### config.mk
export PLATFORM = sky130hd
export DESIGN_NAME = fkl_top
export DESIGN_NICKNAME = d
export VERILOG_FILES = /design/src/fkl_pkg.sv /design/src/fkl_top.sv
export VERILOG_INCLUDE_DIRS = /design/src
export SDC_FILE = /design/constraint.sdc
export NUM_CORES = 1
export LEC_CHECK = 0
export BUFFER_PORTS_ARGS = -buffer_cell sky130_fd_sc_hd__buf_2
export CORE_UTILIZATION = 40
export DETAILED_ROUTE_END_ITERATION = 12
export REMOVE_ABC_BUFFERS = 1
export SLEW_MARGIN = 20
export SYNTH_ARGS = -nofsm -noshare
export SYNTH_HDL_FRONTEND = slang
export SYNTH_HIERARCHICAL = 1
export SYNTH_SLANG_ARGS = --single-unit
### constraint.sdc
create_clock -name hclk -period 7.2 [get_ports hclk]
set_clock_uncertainty 0.05 [all_clocks]
set_input_delay 1.08 -clock hclk [delete_from_list [all_inputs] [get_ports hclk]]
set_output_delay 1.08 -clock hclk [all_outputs]
set_load 0.005 [all_outputs]
### src/fkl_regs.svh
// register indices, field positions, reset values and constants of the flash key block
`ifndef FKL_REGS_SVH
`define FKL_REGS_SVH
`define FKL_IDX_KEY 10'h0B7
`define FKL_IDX_CTRL 10'h0C5
`define FKL_IDX_PSC 10'h010
`define FKL_IDX_FADR_LO 10'h011
`define FKL_IDX_FADR_HI 10'h012
`define FKL_IDX_FDATA 10'h013
`define FKL_IDX_EADR 10'h014
`define FKL_IDX_EDATA 10'h015
`define FKL_KEY_FIRST 8'hA5
`define FKL_KEY_SECOND 8'hF1
`define FKL_CTRL_EN 7
`define FKL_CTRL_RD 2
`define FKL_CTRL_WR 1
`define FKL_CTRL_AUTO 0
`define FKL_CTRL_RST 8'h01
`define FKL_PSC_WE 0
`define FKL_PSC_EE 1
`define FKL_EE_FL_BASE 16'h1E00
`define FKL_EE_BYTES 6'h20
`define FKL_EE_LAST 6'h1F
`define FKL_FIFO_DEPTH 8
`endif

### src/fkl_pkg.sv
// types of the flash key and emulation block
package fkl_pkg;
  typedef enum logic [1:0] {FKL_LOCKED, FKL_KEY1, FKL_OPEN, FKL_DEAD} fkl_lock_e;
  typedef enum logic [1:0] {FKL_IDLE, FKL_SW_OP, FKL_CP_RD, FKL_CP_WR} fkl_eng_e;
endpackage : fkl_pkg

### src/fkl_top.sv
// flash key lock, emulation copy engine, staging fifo and ahb-lite slave
`timescale 1ns/10ps
`include "fkl_regs.svh"

module fkl_fifo #(
  parameter int W = 8,
  parameter int D = `FKL_FIFO_DEPTH
) (
  // clock and reset
  input wire logic hclk,
  input wire logic hresetn,
  // fill side
  input wire logic in_valid,
  input wire logic [W-1:0] in_data,
  output logic in_ready,
  // drain side
  output logic out_valid,
  input wire logic out_ready,
  output logic [W-1:0] out_data
);
  localparam int A = $clog2(D);
  logic [W-1:0] mem [0:D-1];
  logic [A:0] wp_ff, rp_ff, nxt_wp, nxt_rp;
  logic push, pop;

  assign in_ready = !(wp_ff[A] != rp_ff[A] && wp_ff[A-1:0] == rp_ff[A-1:0]);
  assign out_valid = wp_ff != rp_ff;
  assign out_data = mem[rp_ff[A-1:0]];
  assign push = in_valid && in_ready;
  assign pop = out_valid && out_ready;

  always_comb
  begin
    nxt_wp = push ? wp_ff + 1'b1 : wp_ff;
    nxt_rp = pop ? rp_ff + 1'b1 : rp_ff;
  end

  always_ff @(posedge hclk)
  begin
    if (push)
      mem[wp_ff[A-1:0]] <= in_data;
  end

  always_ff @(posedge hclk or negedge hresetn)
  begin
    if (!hresetn)
    begin
      wp_ff <= '0;
      rp_ff <= '0;
    end
    else
    begin
      wp_ff <= nxt_wp;
      rp_ff <= nxt_rp;
    end
  end
endmodule : fkl_fifo

module fkl_top (
  // clock and reset
  input wire logic hclk,
  input wire logic hresetn,
  // ahb-lite slave
  input wire logic hsel,
  input wire logic [11:0] haddr,
  input wire logic [1:0] htrans,
  input wire logic hwrite,
  input wire logic [2:0] hsize,
  input wire logic hready,
  input wire logic [31:0] hwdata,
  output logic hreadyout,
  output logic hresp,
  output logic [31:0] hrdata,
  // flash array
  output logic fl_req,
  output logic fl_we,
  output logic fl_erase,
  output logic [15:0] fl_addr,
  output logic [7:0] fl_wdata,
  input wire logic fl_ack,
  input wire logic [7:0] fl_rdata,
  // status
  output fkl_pkg::fkl_lock_e flash_lock_state,
  output logic ee_busy
);
  import fkl_pkg::*;
  // bit view of the control reset word, so reset picks single bits without truncation
  localparam logic [7:0] CTRL_RST = `FKL_CTRL_RST;

  function automatic logic is_idx(input logic [9:0] a, input logic [9:0] idx);
    is_idx = a == idx;
  endfunction : is_idx

  function automatic logic [15:0] ee_fl(input logic [5:0] i);
    ee_fl = `FKL_EE_FL_BASE + {10'h000, i};
  endfunction : ee_fl

  fkl_lock_e lock_ff, nxt_lock;
  fkl_eng_e eng_ff, nxt_eng;
  logic ps_we_ff, nxt_ps_we, ps_ee_ff, nxt_ps_ee;
  logic ee_en_ff, nxt_ee_en, ee_auto_ff, nxt_ee_auto;
  logic [15:0] fa_ff, nxt_fa, fl_addr_ff, nxt_fl_addr;
  logic [4:0] ee_addr_ff, nxt_ee_addr, rd_ea;
  logic [5:0] iss_ff, nxt_iss, drn_ff, nxt_drn;
  logic fl_req_ff, nxt_fl_req, fl_we_ff, nxt_fl_we, fl_erase_ff, nxt_fl_erase;
  logic [7:0] fl_wdata_ff, nxt_fl_wdata, wd;
  logic wr_pend_ff, nxt_wr_pend;
  logic [9:0] wr_idx_ff, nxt_wr_idx;
  logic [31:0] hrdata_ff, nxt_hrdata;
  logic ap, rd_now, key_wr, attempt, wr_step, rd_step;
  logic ram_we;
  logic [4:0] ram_wa;
  logic [7:0] ram_wd;
  logic [7:0] ram_mem [0:31];
  logic f_in_valid, f_in_ready, f_out_valid, f_out_ready;
  logic [7:0] f_in_data, f_out_data;

  assign ap = hsel && htrans[1] && hready;
  assign rd_now = ap && !hwrite;
  assign wd = hwdata[7:0];
  assign key_wr = wr_pend_ff && is_idx(wr_idx_ff, `FKL_IDX_KEY);
  // a data write only counts as a flash attempt with write enable set
  assign attempt = wr_pend_ff && is_idx(wr_idx_ff, `FKL_IDX_FDATA) && ps_we_ff;
  // bus writes to ram are dropped while the copy engine runs; bus reads are not gated
  assign wr_step = wr_pend_ff && is_idx(wr_idx_ff, `FKL_IDX_EDATA) && ee_en_ff
                   && eng_ff == FKL_IDLE;
  assign rd_step = rd_now && is_idx(haddr[11:2], `FKL_IDX_EDATA) && ee_en_ff;
  assign rd_ea = (wr_step && ee_auto_ff) ? ee_addr_ff + 5'h01 : ee_addr_ff;

  fkl_fifo #(
    .W(8),
    .D(`FKL_FIFO_DEPTH)
  ) i_fkl_fifo (
    .hclk(hclk),
    .hresetn(hresetn),
    .in_valid(f_in_valid),
    .in_data(f_in_data),
    .in_ready(f_in_ready),
    .out_valid(f_out_valid),
    .out_ready(f_out_ready),
    .out_data(f_out_data)
  );

  always_comb
  begin
    nxt_lock = lock_ff;
    nxt_eng = eng_ff;
    nxt_ps_we = ps_we_ff;
    nxt_ps_ee = ps_ee_ff;
    nxt_ee_en = ee_en_ff;
    nxt_ee_auto = ee_auto_ff;
    nxt_fa = fa_ff;
    nxt_ee_addr = ee_addr_ff;
    nxt_iss = iss_ff;
    nxt_drn = drn_ff;
    nxt_fl_req = fl_req_ff;
    nxt_fl_we = fl_we_ff;
    nxt_fl_erase = fl_erase_ff;
    nxt_fl_addr = fl_addr_ff;
    nxt_fl_wdata = fl_wdata_ff;
    nxt_wr_pend = ap && hwrite;
    nxt_wr_idx = haddr[11:2];
    nxt_hrdata = 32'h00000000;
    ram_we = 1'b0;
    ram_wa = ee_addr_ff;
    ram_wd = wd;
    f_in_valid = 1'b0;
    f_in_data = fl_rdata;
    f_out_ready = 1'b0;
    unique case (eng_ff)
      FKL_IDLE: ;
      FKL_SW_OP:
        if (fl_ack)
        begin
          nxt_fl_req = 1'b0;
          nxt_eng = FKL_IDLE;
          if (lock_ff == FKL_OPEN)
            nxt_lock = FKL_LOCKED;
        end
      FKL_CP_RD:
      begin
        f_out_ready = 1'b1;
        if (f_out_valid)
        begin
          ram_we = 1'b1;
          ram_wa = drn_ff[4:0];
          ram_wd = f_out_data;
          nxt_drn = drn_ff + 6'h01;
          if (drn_ff == `FKL_EE_LAST)
            nxt_eng = FKL_IDLE;
        end
        if (!fl_req_ff && iss_ff != `FKL_EE_BYTES && f_in_ready)
        begin
          nxt_fl_req = 1'b1;
          nxt_fl_we = 1'b0;
          nxt_fl_erase = 1'b0;
          nxt_fl_addr = ee_fl(iss_ff);
        end
        if (fl_req_ff && fl_ack)
        begin
          nxt_fl_req = 1'b0;
          f_in_valid = 1'b1;
          nxt_iss = iss_ff + 6'h01;
        end
      end
      FKL_CP_WR:
      begin
        if (iss_ff != `FKL_EE_BYTES)
        begin
          f_in_valid = 1'b1;
          f_in_data = ram_mem[iss_ff[4:0]];
          if (f_in_ready)
            nxt_iss = iss_ff + 6'h01;
        end
        if (!fl_req_ff && f_out_valid)
        begin
          f_out_ready = 1'b1;
          nxt_fl_req = 1'b1;
          nxt_fl_we = 1'b1;
          nxt_fl_erase = 1'b0;
          nxt_fl_addr = ee_fl(drn_ff);
          nxt_fl_wdata = f_out_data;
        end
        if (fl_req_ff && fl_ack)
        begin
          nxt_fl_req = 1'b0;
          nxt_drn = drn_ff + 6'h01;
          if (drn_ff == `FKL_EE_LAST)
            nxt_eng = FKL_IDLE;
        end
      end
    endcase
    if (rd_now)
    begin
      if (is_idx(haddr[11:2], `FKL_IDX_KEY))
        nxt_hrdata = {30'h0, lock_ff};
      else if (is_idx(haddr[11:2], `FKL_IDX_CTRL))
        nxt_hrdata = {24'h000000, ee_en_ff, 4'h0, eng_ff == FKL_CP_RD,
                      eng_ff == FKL_CP_WR, ee_auto_ff};
      else if (is_idx(haddr[11:2], `FKL_IDX_PSC))
        nxt_hrdata = {30'h0, ps_ee_ff, ps_we_ff};
      else if (is_idx(haddr[11:2], `FKL_IDX_FADR_LO))
        nxt_hrdata = {24'h000000, fa_ff[7:0]};
      else if (is_idx(haddr[11:2], `FKL_IDX_FADR_HI))
        nxt_hrdata = {24'h000000, fa_ff[15:8]};
      else if (is_idx(haddr[11:2], `FKL_IDX_EADR))
        nxt_hrdata = {27'h0, ee_addr_ff};
      else if (rd_step)
        nxt_hrdata = {24'h000000, ram_mem[rd_ea]};
    end
    if (ee_auto_ff)
      nxt_ee_addr = ee_addr_ff + {4'h0, wr_step} + {4'h0, rd_step};
    if (wr_step)
      ram_we = 1'b1;
    if (key_wr)
    begin
      unique case (lock_ff)
        FKL_LOCKED: nxt_lock = (wd == `FKL_KEY_FIRST) ? FKL_KEY1 : FKL_DEAD;
        FKL_KEY1: nxt_lock = (wd == `FKL_KEY_SECOND) ? FKL_OPEN : FKL_DEAD;
        FKL_OPEN: nxt_lock = FKL_DEAD;
        FKL_DEAD: nxt_lock = FKL_DEAD;
      endcase
    end
    if (attempt)
    begin
      if (lock_ff != FKL_OPEN)
        nxt_lock = FKL_DEAD;
      else if (eng_ff == FKL_IDLE)
      begin
        nxt_eng = FKL_SW_OP;
        nxt_fl_req = 1'b1;
        nxt_fl_we = !ps_ee_ff;
        nxt_fl_erase = ps_ee_ff;
        nxt_fl_addr = fa_ff;
        nxt_fl_wdata = wd;
      end
    end
    if (wr_pend_ff)
    begin
      if (is_idx(wr_idx_ff, `FKL_IDX_CTRL) && eng_ff == FKL_IDLE)
      begin
        nxt_ee_en = wd[`FKL_CTRL_EN];
        nxt_ee_auto = wd[`FKL_CTRL_AUTO];
        nxt_iss = 6'h00;
        nxt_drn = 6'h00;
        if (wd[`FKL_CTRL_EN] && wd[`FKL_CTRL_RD])
          nxt_eng = FKL_CP_RD;
        else if (wd[`FKL_CTRL_EN] && wd[`FKL_CTRL_WR])
          nxt_eng = FKL_CP_WR;
      end
      if (is_idx(wr_idx_ff, `FKL_IDX_PSC))
      begin
        nxt_ps_we = wd[`FKL_PSC_WE];
        nxt_ps_ee = wd[`FKL_PSC_EE];
      end
      if (is_idx(wr_idx_ff, `FKL_IDX_FADR_LO))
        nxt_fa = {fa_ff[15:8], wd};
      if (is_idx(wr_idx_ff, `FKL_IDX_FADR_HI))
        nxt_fa = {wd, fa_ff[7:0]};
      if (is_idx(wr_idx_ff, `FKL_IDX_EADR))
        nxt_ee_addr = wd[4:0];
    end
  end

  always_ff @(posedge hclk)
  begin
    if (ram_we)
      ram_mem[ram_wa] <= ram_wd;
  end

  always_ff @(posedge hclk or negedge hresetn)
  begin
    if (!hresetn)
    begin
      lock_ff <= FKL_LOCKED;
      eng_ff <= FKL_IDLE;
      ps_we_ff <= 1'b0;
      ps_ee_ff <= 1'b0;
      ee_en_ff <= CTRL_RST[`FKL_CTRL_EN];
      ee_auto_ff <= CTRL_RST[`FKL_CTRL_AUTO];
      fa_ff <= 16'h0000;
      ee_addr_ff <= 5'h00;
      iss_ff <= 6'h00;
      drn_ff <= 6'h00;
      fl_req_ff <= 1'b0;
      fl_we_ff <= 1'b0;
      fl_erase_ff <= 1'b0;
      fl_addr_ff <= 16'h0000;
      fl_wdata_ff <= 8'h00;
      wr_pend_ff <= 1'b0;
      wr_idx_ff <= 10'h000;
      hrdata_ff <= 32'h00000000;
    end
    else
    begin
      lock_ff <= nxt_lock;
      eng_ff <= nxt_eng;
      ps_we_ff <= nxt_ps_we;
      ps_ee_ff <= nxt_ps_ee;
      ee_en_ff <= nxt_ee_en;
      ee_auto_ff <= nxt_ee_auto;
      fa_ff <= nxt_fa;
      ee_addr_ff <= nxt_ee_addr;
      iss_ff <= nxt_iss;
      drn_ff <= nxt_drn;
      fl_req_ff <= nxt_fl_req;
      fl_we_ff <= nxt_fl_we;
      fl_erase_ff <= nxt_fl_erase;
      fl_addr_ff <= nxt_fl_addr;
      fl_wdata_ff <= nxt_fl_wdata;
      wr_pend_ff <= nxt_wr_pend;
      wr_idx_ff <= nxt_wr_idx;
      hrdata_ff <= nxt_hrdata;
    end
  end

  // zero wait states keep the slave simple; hsize is not decoded
  assign hreadyout = 1'b1;
  assign hresp = 1'b0;
  assign hrdata = hrdata_ff;
  assign fl_req = fl_req_ff;
  assign fl_we = fl_we_ff;
  assign fl_erase = fl_erase_ff;
  assign fl_addr = fl_addr_ff;
  assign fl_wdata = fl_wdata_ff;
  assign flash_lock_state = lock_ff;
  assign ee_busy = eng_ff != FKL_IDLE;

  key_second_a: assert property (@(posedge hclk) disable iff (!hresetn)
    key_wr && lock_ff == FKL_KEY1 && wd == `FKL_KEY_SECOND |=> lock_ff == FKL_OPEN)
    else $error("second key did not unlock");
  relock_a: assert property (@(posedge hclk) disable iff (!hresetn)
    eng_ff == FKL_SW_OP && fl_ack && lock_ff == FKL_OPEN && !key_wr
    |=> lock_ff == FKL_LOCKED && !fl_req)
    else $error("flash stayed unlocked after operation");
  bad_key_a: assert property (@(posedge hclk) disable iff (!hresetn)
    key_wr && lock_ff == FKL_LOCKED && wd != `FKL_KEY_FIRST |=> lock_ff == FKL_DEAD)
    else $error("wrong first key not punished");
  dead_stays_a: assert property (@(posedge hclk) disable iff (!hresetn)
    lock_ff == FKL_DEAD |=> lock_ff == FKL_DEAD [*3])
    else $error("dead lock left before reset");
  no_perm_a: assert property (@(posedge hclk) disable iff (!hresetn)
    attempt && lock_ff != FKL_OPEN |=> lock_ff == FKL_DEAD && eng_ff != FKL_SW_OP)
    else $error("locked attempt not suppressed");
  lock_read_a: assert property (@(posedge hclk) disable iff (!hresetn)
    rd_now && is_idx(haddr[11:2], `FKL_IDX_KEY)
    |=> hrdata == {30'h0, $past(lock_ff)})
    else $error("lock state read wrong");
  copy_gate_a: assert property (@(posedge hclk) disable iff (!hresetn)
    eng_ff == FKL_CP_RD || eng_ff == FKL_CP_WR |-> ee_en_ff)
    else $error("copy running while disabled");
  copy_len_a: assert property (@(posedge hclk) disable iff (!hresetn)
    $past(eng_ff) == FKL_CP_RD && eng_ff == FKL_IDLE |-> drn_ff == `FKL_EE_BYTES)
    else $error("flash to ram copy length wrong");
  ctrl_rsvd_a: assert property (@(posedge hclk) disable iff (!hresetn)
    rd_now && is_idx(haddr[11:2], `FKL_IDX_CTRL) |=> hrdata[6:3] == 4'h0)
    else $error("reserved control bits not zero");
  auto_step_a: assert property (@(posedge hclk) disable iff (!hresetn)
    rd_step && !wr_step && ee_auto_ff && !(wr_pend_ff && is_idx(wr_idx_ff, `FKL_IDX_EADR))
    |=> ee_addr_ff == $past(ee_addr_ff) + 5'h01)
    else $error("byte address did not step");
  op_perm_a: assert property (@(posedge hclk) disable iff (!hresetn)
    eng_ff == FKL_SW_OP && $past(eng_ff) == FKL_IDLE
    |-> $past(ps_we_ff) && $past(lock_ff) == FKL_OPEN && fl_erase == $past(ps_ee_ff))
    else $error("flash operation started without permission");
endmodule : fkl_top

# == Word level (Yosys, flattened, before mapping) ==
# Memories as Yosys holds them, arrays and structs flattened.
# Cells that the tools add are included.
# op_classes
n_mux,96
add_sub_neg,9
reduce_logical,35
eq_ne,29
bitwise_logic,1
# op_table
op,count
2-to-1 mux 8 bit,18
equality test 10 x 5 -> 1 bit (second input constant),11
2-to-1 mux 16 bit,6
2-to-1 mux 6 bit,9
equality test 10 x 8 -> 1 bit (second input constant),4
2-to-1 mux 2 bit,18
one-hot mux 16 bit (2 select lines),1
2-to-1 mux 5 bit,6
2-to-1 mux 1 bit,29
adder 13 x 6 -> 14 bit (first input constant),2
one-hot mux 6 bit (2 select lines),2
logical AND 1 bit,23
equality test 8 bit (second input constant),2
adder 6 x 1 -> 6 bit (second input constant),2
one-hot mux 2 bit (3 select lines),2
adder 5 x 1 -> 5 bit,2
adder 4 x 1 -> 4 bit (second input constant),2
equality test 2 bit (second input constant),4
one-hot mux 1 bit (2 select lines),4
equality test 6 x 5 -> 1 bit (second input constant),1
inequality test 6 bit (second input constant),1
AND reduction 2 bit,3
adder 5 x 1 -> 5 bit (second input constant),1
equality test 2 x 1 -> 1 bit (second input constant),2
other kinds (11),15
# totals
output_inout_bits,64
elab_cells,193
in_bits,63
register_bits,119
n_memories,2
ram_bits,320
# memory_table
memory,depth,word_bits,read_ports,rd_ports_with_merged_regs,write_ports,line_no,source
ram_mem,32,8,2,0,1,fkl_top.sv:114,logic [7:0] ram_mem [0:31];
i_fkl_fifo.mem,8,8,1,0,1,fkl_top.sv:22,logic [W-1:0] mem [0:D-1];

# == Depth between registers and ports, before layout ==
# An unclocked memory read counts as a cell.
# depth
depth_word,15
depth_mapped,13
mapped_depth_nobuf,10

# == Modules after synthesis ==
# The synthesis kept the hierarchy.
# modules_own_cells
module,area_per_inst_um2,seq_area_each_um2,cells_each,n_inst
fkl_top,18036.0,9865.7,1407,1
fkl_fifo,3006.6,2122.0,154,1

# == Worst setup path after synthesis ==
# OpenSTA, ideal clock, no wires.
# synth_timing
path_kind,input port to flip-flop
start,input port haddr[7]
end,register ee_addr_ff[4]
required_time_ns,7.073
n_path_buf,1
cell_stages,11
setup_time_ns,0.077
slack_ns,3.802
arrival_ns,3.271
cell_sequence,or4b_1 nor2_1 nand2_1 or2_2 clkbuf_1 fa_1 inv_1 ha_1 nand4_1 xor2_1 a21oi_1
# synth_via
elab_chain_cells,7
# synth_lines
element,line_no,source
start: declaration,fkl_top.sv:65,"input wire logic [11:0] haddr,"
equality test 10 x 5 -> 1 bit *,fkl_top.sv:91,is_idx = a == idx;
logical AND 1 bit * (2 in a row),fkl_top.sv:127,"assign rd_step = rd_now && is_idx(haddr[11:2], `FKL_IDX_EDATA) && ee_en_ff;"
adder 5 x 1 -> 5 bit *,fkl_top.sv:252,"nxt_ee_addr = ee_addr_ff + {4'h0, wr_step} + {4'h0, rd_step};"
2-to-1 mux 5 bit *,fkl_top.sv:251,if (ee_auto_ff)
2-to-1 mux 5 bit,fkl_top.sv:300,"if (is_idx(wr_idx_ff, `FKL_IDX_EADR))"
2-to-1 mux 5 bit *,fkl_top.sv:278,if (wr_pend_ff)
named net nxt_ee_addr[4],fkl_top.sv:103,"logic [4:0] ee_addr_ff, nxt_ee_addr, rd_ea;"
end signal: assignment,fkl_top.sv:343,ee_addr_ff <= nxt_ee_addr;
end: declaration,fkl_top.sv:103,
# The timed path passes the listed nets; every way through them passes the cells marked *.
# A chain may end at the register's enable or synchronous reset.

# == Worst setup path after layout ==
# layout_timing
start,register i_fkl_fifo.rp_ff[1]
end,"memory ram_mem[4][0], enable pin"
# layout_via
elab_chain_cells,6
elab_cells_between_ends,8
cone_classes,eq/ne (1); mux (7)
# layout_lines
element,line_no,source
start: declaration,fkl_top.sv:23,"logic [A:0] wp_ff, rp_ff, nxt_wp, nxt_rp;"
start signal: assignment,fkl_top.sv:54,rp_ff <= nxt_rp;
inequality test 4 bit *,fkl_top.sv:27,assign out_valid = wp_ff != rp_ff;
named net f_out_valid,fkl_top.sv:115,"logic f_in_valid, f_in_ready, f_out_valid, f_out_ready;"
2-to-1 mux 1 bit,fkl_top.sv:183,if (f_out_valid)
2-to-1 mux 1 bit,fkl_top.sv:170,unique case (eng_ff)
2-to-1 mux 1 bit,fkl_top.sv:253,if (wr_step)
2-to-1 mux 1 bit,fkl_top.sv:307,if (ram_we)
2-to-1 mux 1 bit (implied by the code),fkl_top.sv:308,ram_mem[ram_wa] <= ram_wd;
end: declaration,fkl_top.sv:114,
# Marked as above.

==> reports/qor.csv <==
stage,metric,value,unit
clocking,H-tree levels,2,
clocking,maximum buffer depth of the clock tree,3,
setup_path,crit path launch type,flip-flop,
drt,post-route ant nets,0,
drt,DR vias,14200,
drt,Wirelength per Cell,26.2,µm
clocking,TritonCTS Buffers,46,
worst_hold_path,Hold Path End,fl_addr[15],
finish,# fillers,4618,
setup_path,data required time at the worst endpoint,7.34,ns
setup_path,FF-to-FF End,ram_mem[4][0],
die,DIE WIDTH,231,µm
drt,DR pass1 iterations,6,
power_and_ir_drop,Pleak,0.00824,µW
clocking,Sink Count,415,
timing,Final setup viols,0,
setup_path,critical path endpoint category,flip-flop,
timing,Setup TNS,0,ns
timing,FMAX,224,MHz
synthesis,"Seq/Total Area, Yosys",57.0,%
synthesis,YS warnings,6,
setup_path,FF-to-FF path depth,7,
place,DP Worst Slack,2.80,ns
drt,Residual DRC,0,
synthesis,distinct cell type count after synthesis,85,
synthesis,asr flop ratio synth,22.9,%
synthesis,Post-Syn Instances,1561,
synthesis,Main synth FF type,edfxtp_1,
die,Core ar.,0.0516,mm²
die,die footprint,0.0535,mm²
drt,vias per cell,6.11,
timing,worst rel slew slack,9.43,%
die,initial core utilization,40.8,%
setup_path,Worst EP arrival,4.61,ns
grt,vias in the first global route,13900,
finish,"Area growth, synth to finish",11.7,%
timing,RSZ-0062 raised after global routing,no,
synthesis,area fraction of the dominant cell type after synthesis,45.7,%
drt,routed wire length,60900,µm
place,Routability Congestion,0.885,
finish,layout cells sized above 1,23.4,%
timing,"Slew Viols, Final",0,
worst_hold_path,Hold Path Depth,2,
timing,final worst-path cycle share,62.1,%
synthesis,Synth area leaders,"edfxtp_1, mux4_2, dfrtp_1",
die,# IOs,127,
worst_hold_path,min-delay src,fl_addr[15],
grt,largest net degree at the start of global routing,61,
power_and_ir_drop,worst vdd ir,0.220,mV
clocking,CTS root buf,clkbuf_16,
grt,GRT overflow,0,
timing,Final Critical Period,4.47,ns
synthesis,"EDFF count, synth",320,
place,Port-buffer cells,70,
timing,setup ws final,2.73,ns
setup_path,critical-path maximum fanout,21,
setup_path,R2R Setup Slk,2.73,ns
finish,Final #Nets,1681,
place,DP HPWL,40600,µm
grt,first-pass GRT wire length,90100,µm
setup_path,Worst R2R Start,i_fkl_fifo/rp_ff[1],
finish,Antenna Cells,0,
timing,WHS,0.441,ns
run,max cap viols,0,
timing,worst-margin pin slew,1.35,ns
grt,Total GRT Usage,22.9,%
clocking,Hold Buf Count CTS,0,
power_and_ir_drop,pwr/cell area,341,mW/mm²
timing,Final Hold Viols,0,
die,Die Ht,231,µm
grt,initial antenna violation count,1,
clocking,TritonCTS clock tree,built,
clocking,post-cts resize count,0,
synthesis,area of the mapped netlist,0.0210,mm²
synthesis,synthesized area per cell,13.5,µm²
die,site row count,83,
clocking,# Post-CTS Setup Buffers,0,
synthesis,synthesized flop and latch total,415,
synthesis,largest area contributor in the netlist,edfxtp_1,
drt,Starting DRT DRC Count,1683,
clocking,clock latency on the worst-skew pair,0.58,ns
worst_hold_path,Tightest Hold Check Type,reg -> reg,
outcome,status,completed,
clocking,"Reg clk slew, reported paths",0.06,ns
setup_path,critical path type,reg -> reg,
## flip-flops by register name (all words and copies together) (netlist names), 2 cells and up
register	flops
i_fkl_fifo/wp_ff	4
hrdata	8
ram_mem	256
fl_wdata	8
i_fkl_fifo/mem	64
i_fkl_fifo/rp_ff	4
fa_ff	16
fl_addr	16
drn_ff	6
ee_addr_ff	5
iss_ff	6
eng_ff	2
wr_idx_ff	10
flash_lock_state	2
## worst max-delay path, cell delays in order (launching register included)
cell and delay (ns):
dfrtp_1 0.98, xor2_2 0.26, nor3_1 0.40, nand2_1 0.21, and2_0 0.49, o31ai_1 0.58, nand2_1 0.21, nor2_1 0.90
## Yosys cell counts (5+ instances only)
cell and count:
edfxtp_1 320, a2111oi_0 10, o21ai_1 5, a22oi_1 11, o31ai_1 5, nor3_1 23, o221ai_1 7, nand3_1 67
buf_4 30, nor2_1 120, mux2_2 46, mux2i_1 82, nor2b_1 12, nand4_1 16, nand2_1 185, ha_1 7
xor2_1 14, o22ai_1 10, xnor2_1 15, or3_1 6, o21ai_0 35, dfrtp_1 94, a21oi_1 46, mux4_2 126
nor4_1 8, a32oi_1 8, nand3b_1 5, buf_2 23, clkbuf_1 62, buf_1 10, a31oi_1 26, inv_1 28
## final cells by class
type	count	area (µm²)	share of cell area (%)
Inverter	29	109	0.463
Clock buffer	60	1260	5.38
Timing Repair Buffer	105	613	2.61
Clock inverter	22	200	0.852
Multi-Input combinational cell	1013	8470	36.0
Tap cell	680	851	3.62
Sequential cell	415	12000	51.0
## per-layer routing
metal	part of all wire, %	GRT usage (%)	routed length [µm]	up-vias
li1	-	-	-	6098
met1	41	31.4	25000	7246
met2	46	36.2	28200	711
met3	8.7	3.85	5300	147
met4	4.0	9.46	2460	2
met5	0.021	0	13	-
## per-stage QoR
stage,cells,instance area (µm²),power [µW],util [%]
after floorplan,1457,20500,4850,-
after global placement,2241,22000,5700,42.6
after detailed placement,2242,22000,5750,42.7
after CTS,2324,23500,8050,45.5
after global routing,2324,23500,8320,45.5
final,2324,23500,8010,45.5
## worst max-delay path by stage
stage | startpoint | endpoint | slack (ns) | cells past startpoint
finish | i_fkl_fifo/rp_ff[1] | ram_mem[4][0] | 2.73 | 7
global route | i_fkl_fifo/rp_ff[1] | ram_mem[4][0] | 2.44 | 7
CTS | i_fkl_fifo/rp_ff[1] | ram_mem[4][2] | 2.76 | 7
detailed placement | i_fkl_fifo/rp_ff[1] | ram_mem[4][7] | 2.80 | 7
global placement | i_fkl_fifo/rp_ff[1] | ram_mem[6][7] | 2.73 | 7
floorplan | ee_addr_ff[0] | hrdata[7] | 1.18 | 6
## cells in the final DEF (no fill, tap or decap), types with 35 or more instances in the layout
cell / n
a21oi_1: 46
buf_2: 70
buf_4: 35
clkbuf_16: 46
dfrtp_1: 90
edfxtp_1: 320
mux2_2: 46
mux2i_1: 82
mux4_2: 126
nand2_1: 185
nand3_1: 67
nor2_1: 112
o21ai_0: 35
## report_power, final
| part | leakage, µW | internal (µW) | switching, µW |
|---|---|---|---|
| sequential | 0.00402 | 3060 | 296 |
| combinational | 0.00350 | 945 | 1410 |
| clock | 0.000712 | 1340 | 966 |
## logic make-up (layout without fill, tap and decap cells)
logic type | Yosys count | count (layout) | synth area share (%)
XOR/XNOR | 31 | 31 | 1.36
buffers and inverters | 157 | 216 | 3.58
adder cells (fa/ha/maj) | 8 | 8 | 0.511
flip-flops | 415 | 415 | 57.0
AO/OA/AOI/OAI | 205 | 205 | 6.52
AND/OR/NAND/NOR | 487 | 487 | 11.0
other | 2 | 26 | 0.0357
multiplexers | 256 | 256 | 20.0
Power figures use the tool's default switching activity.
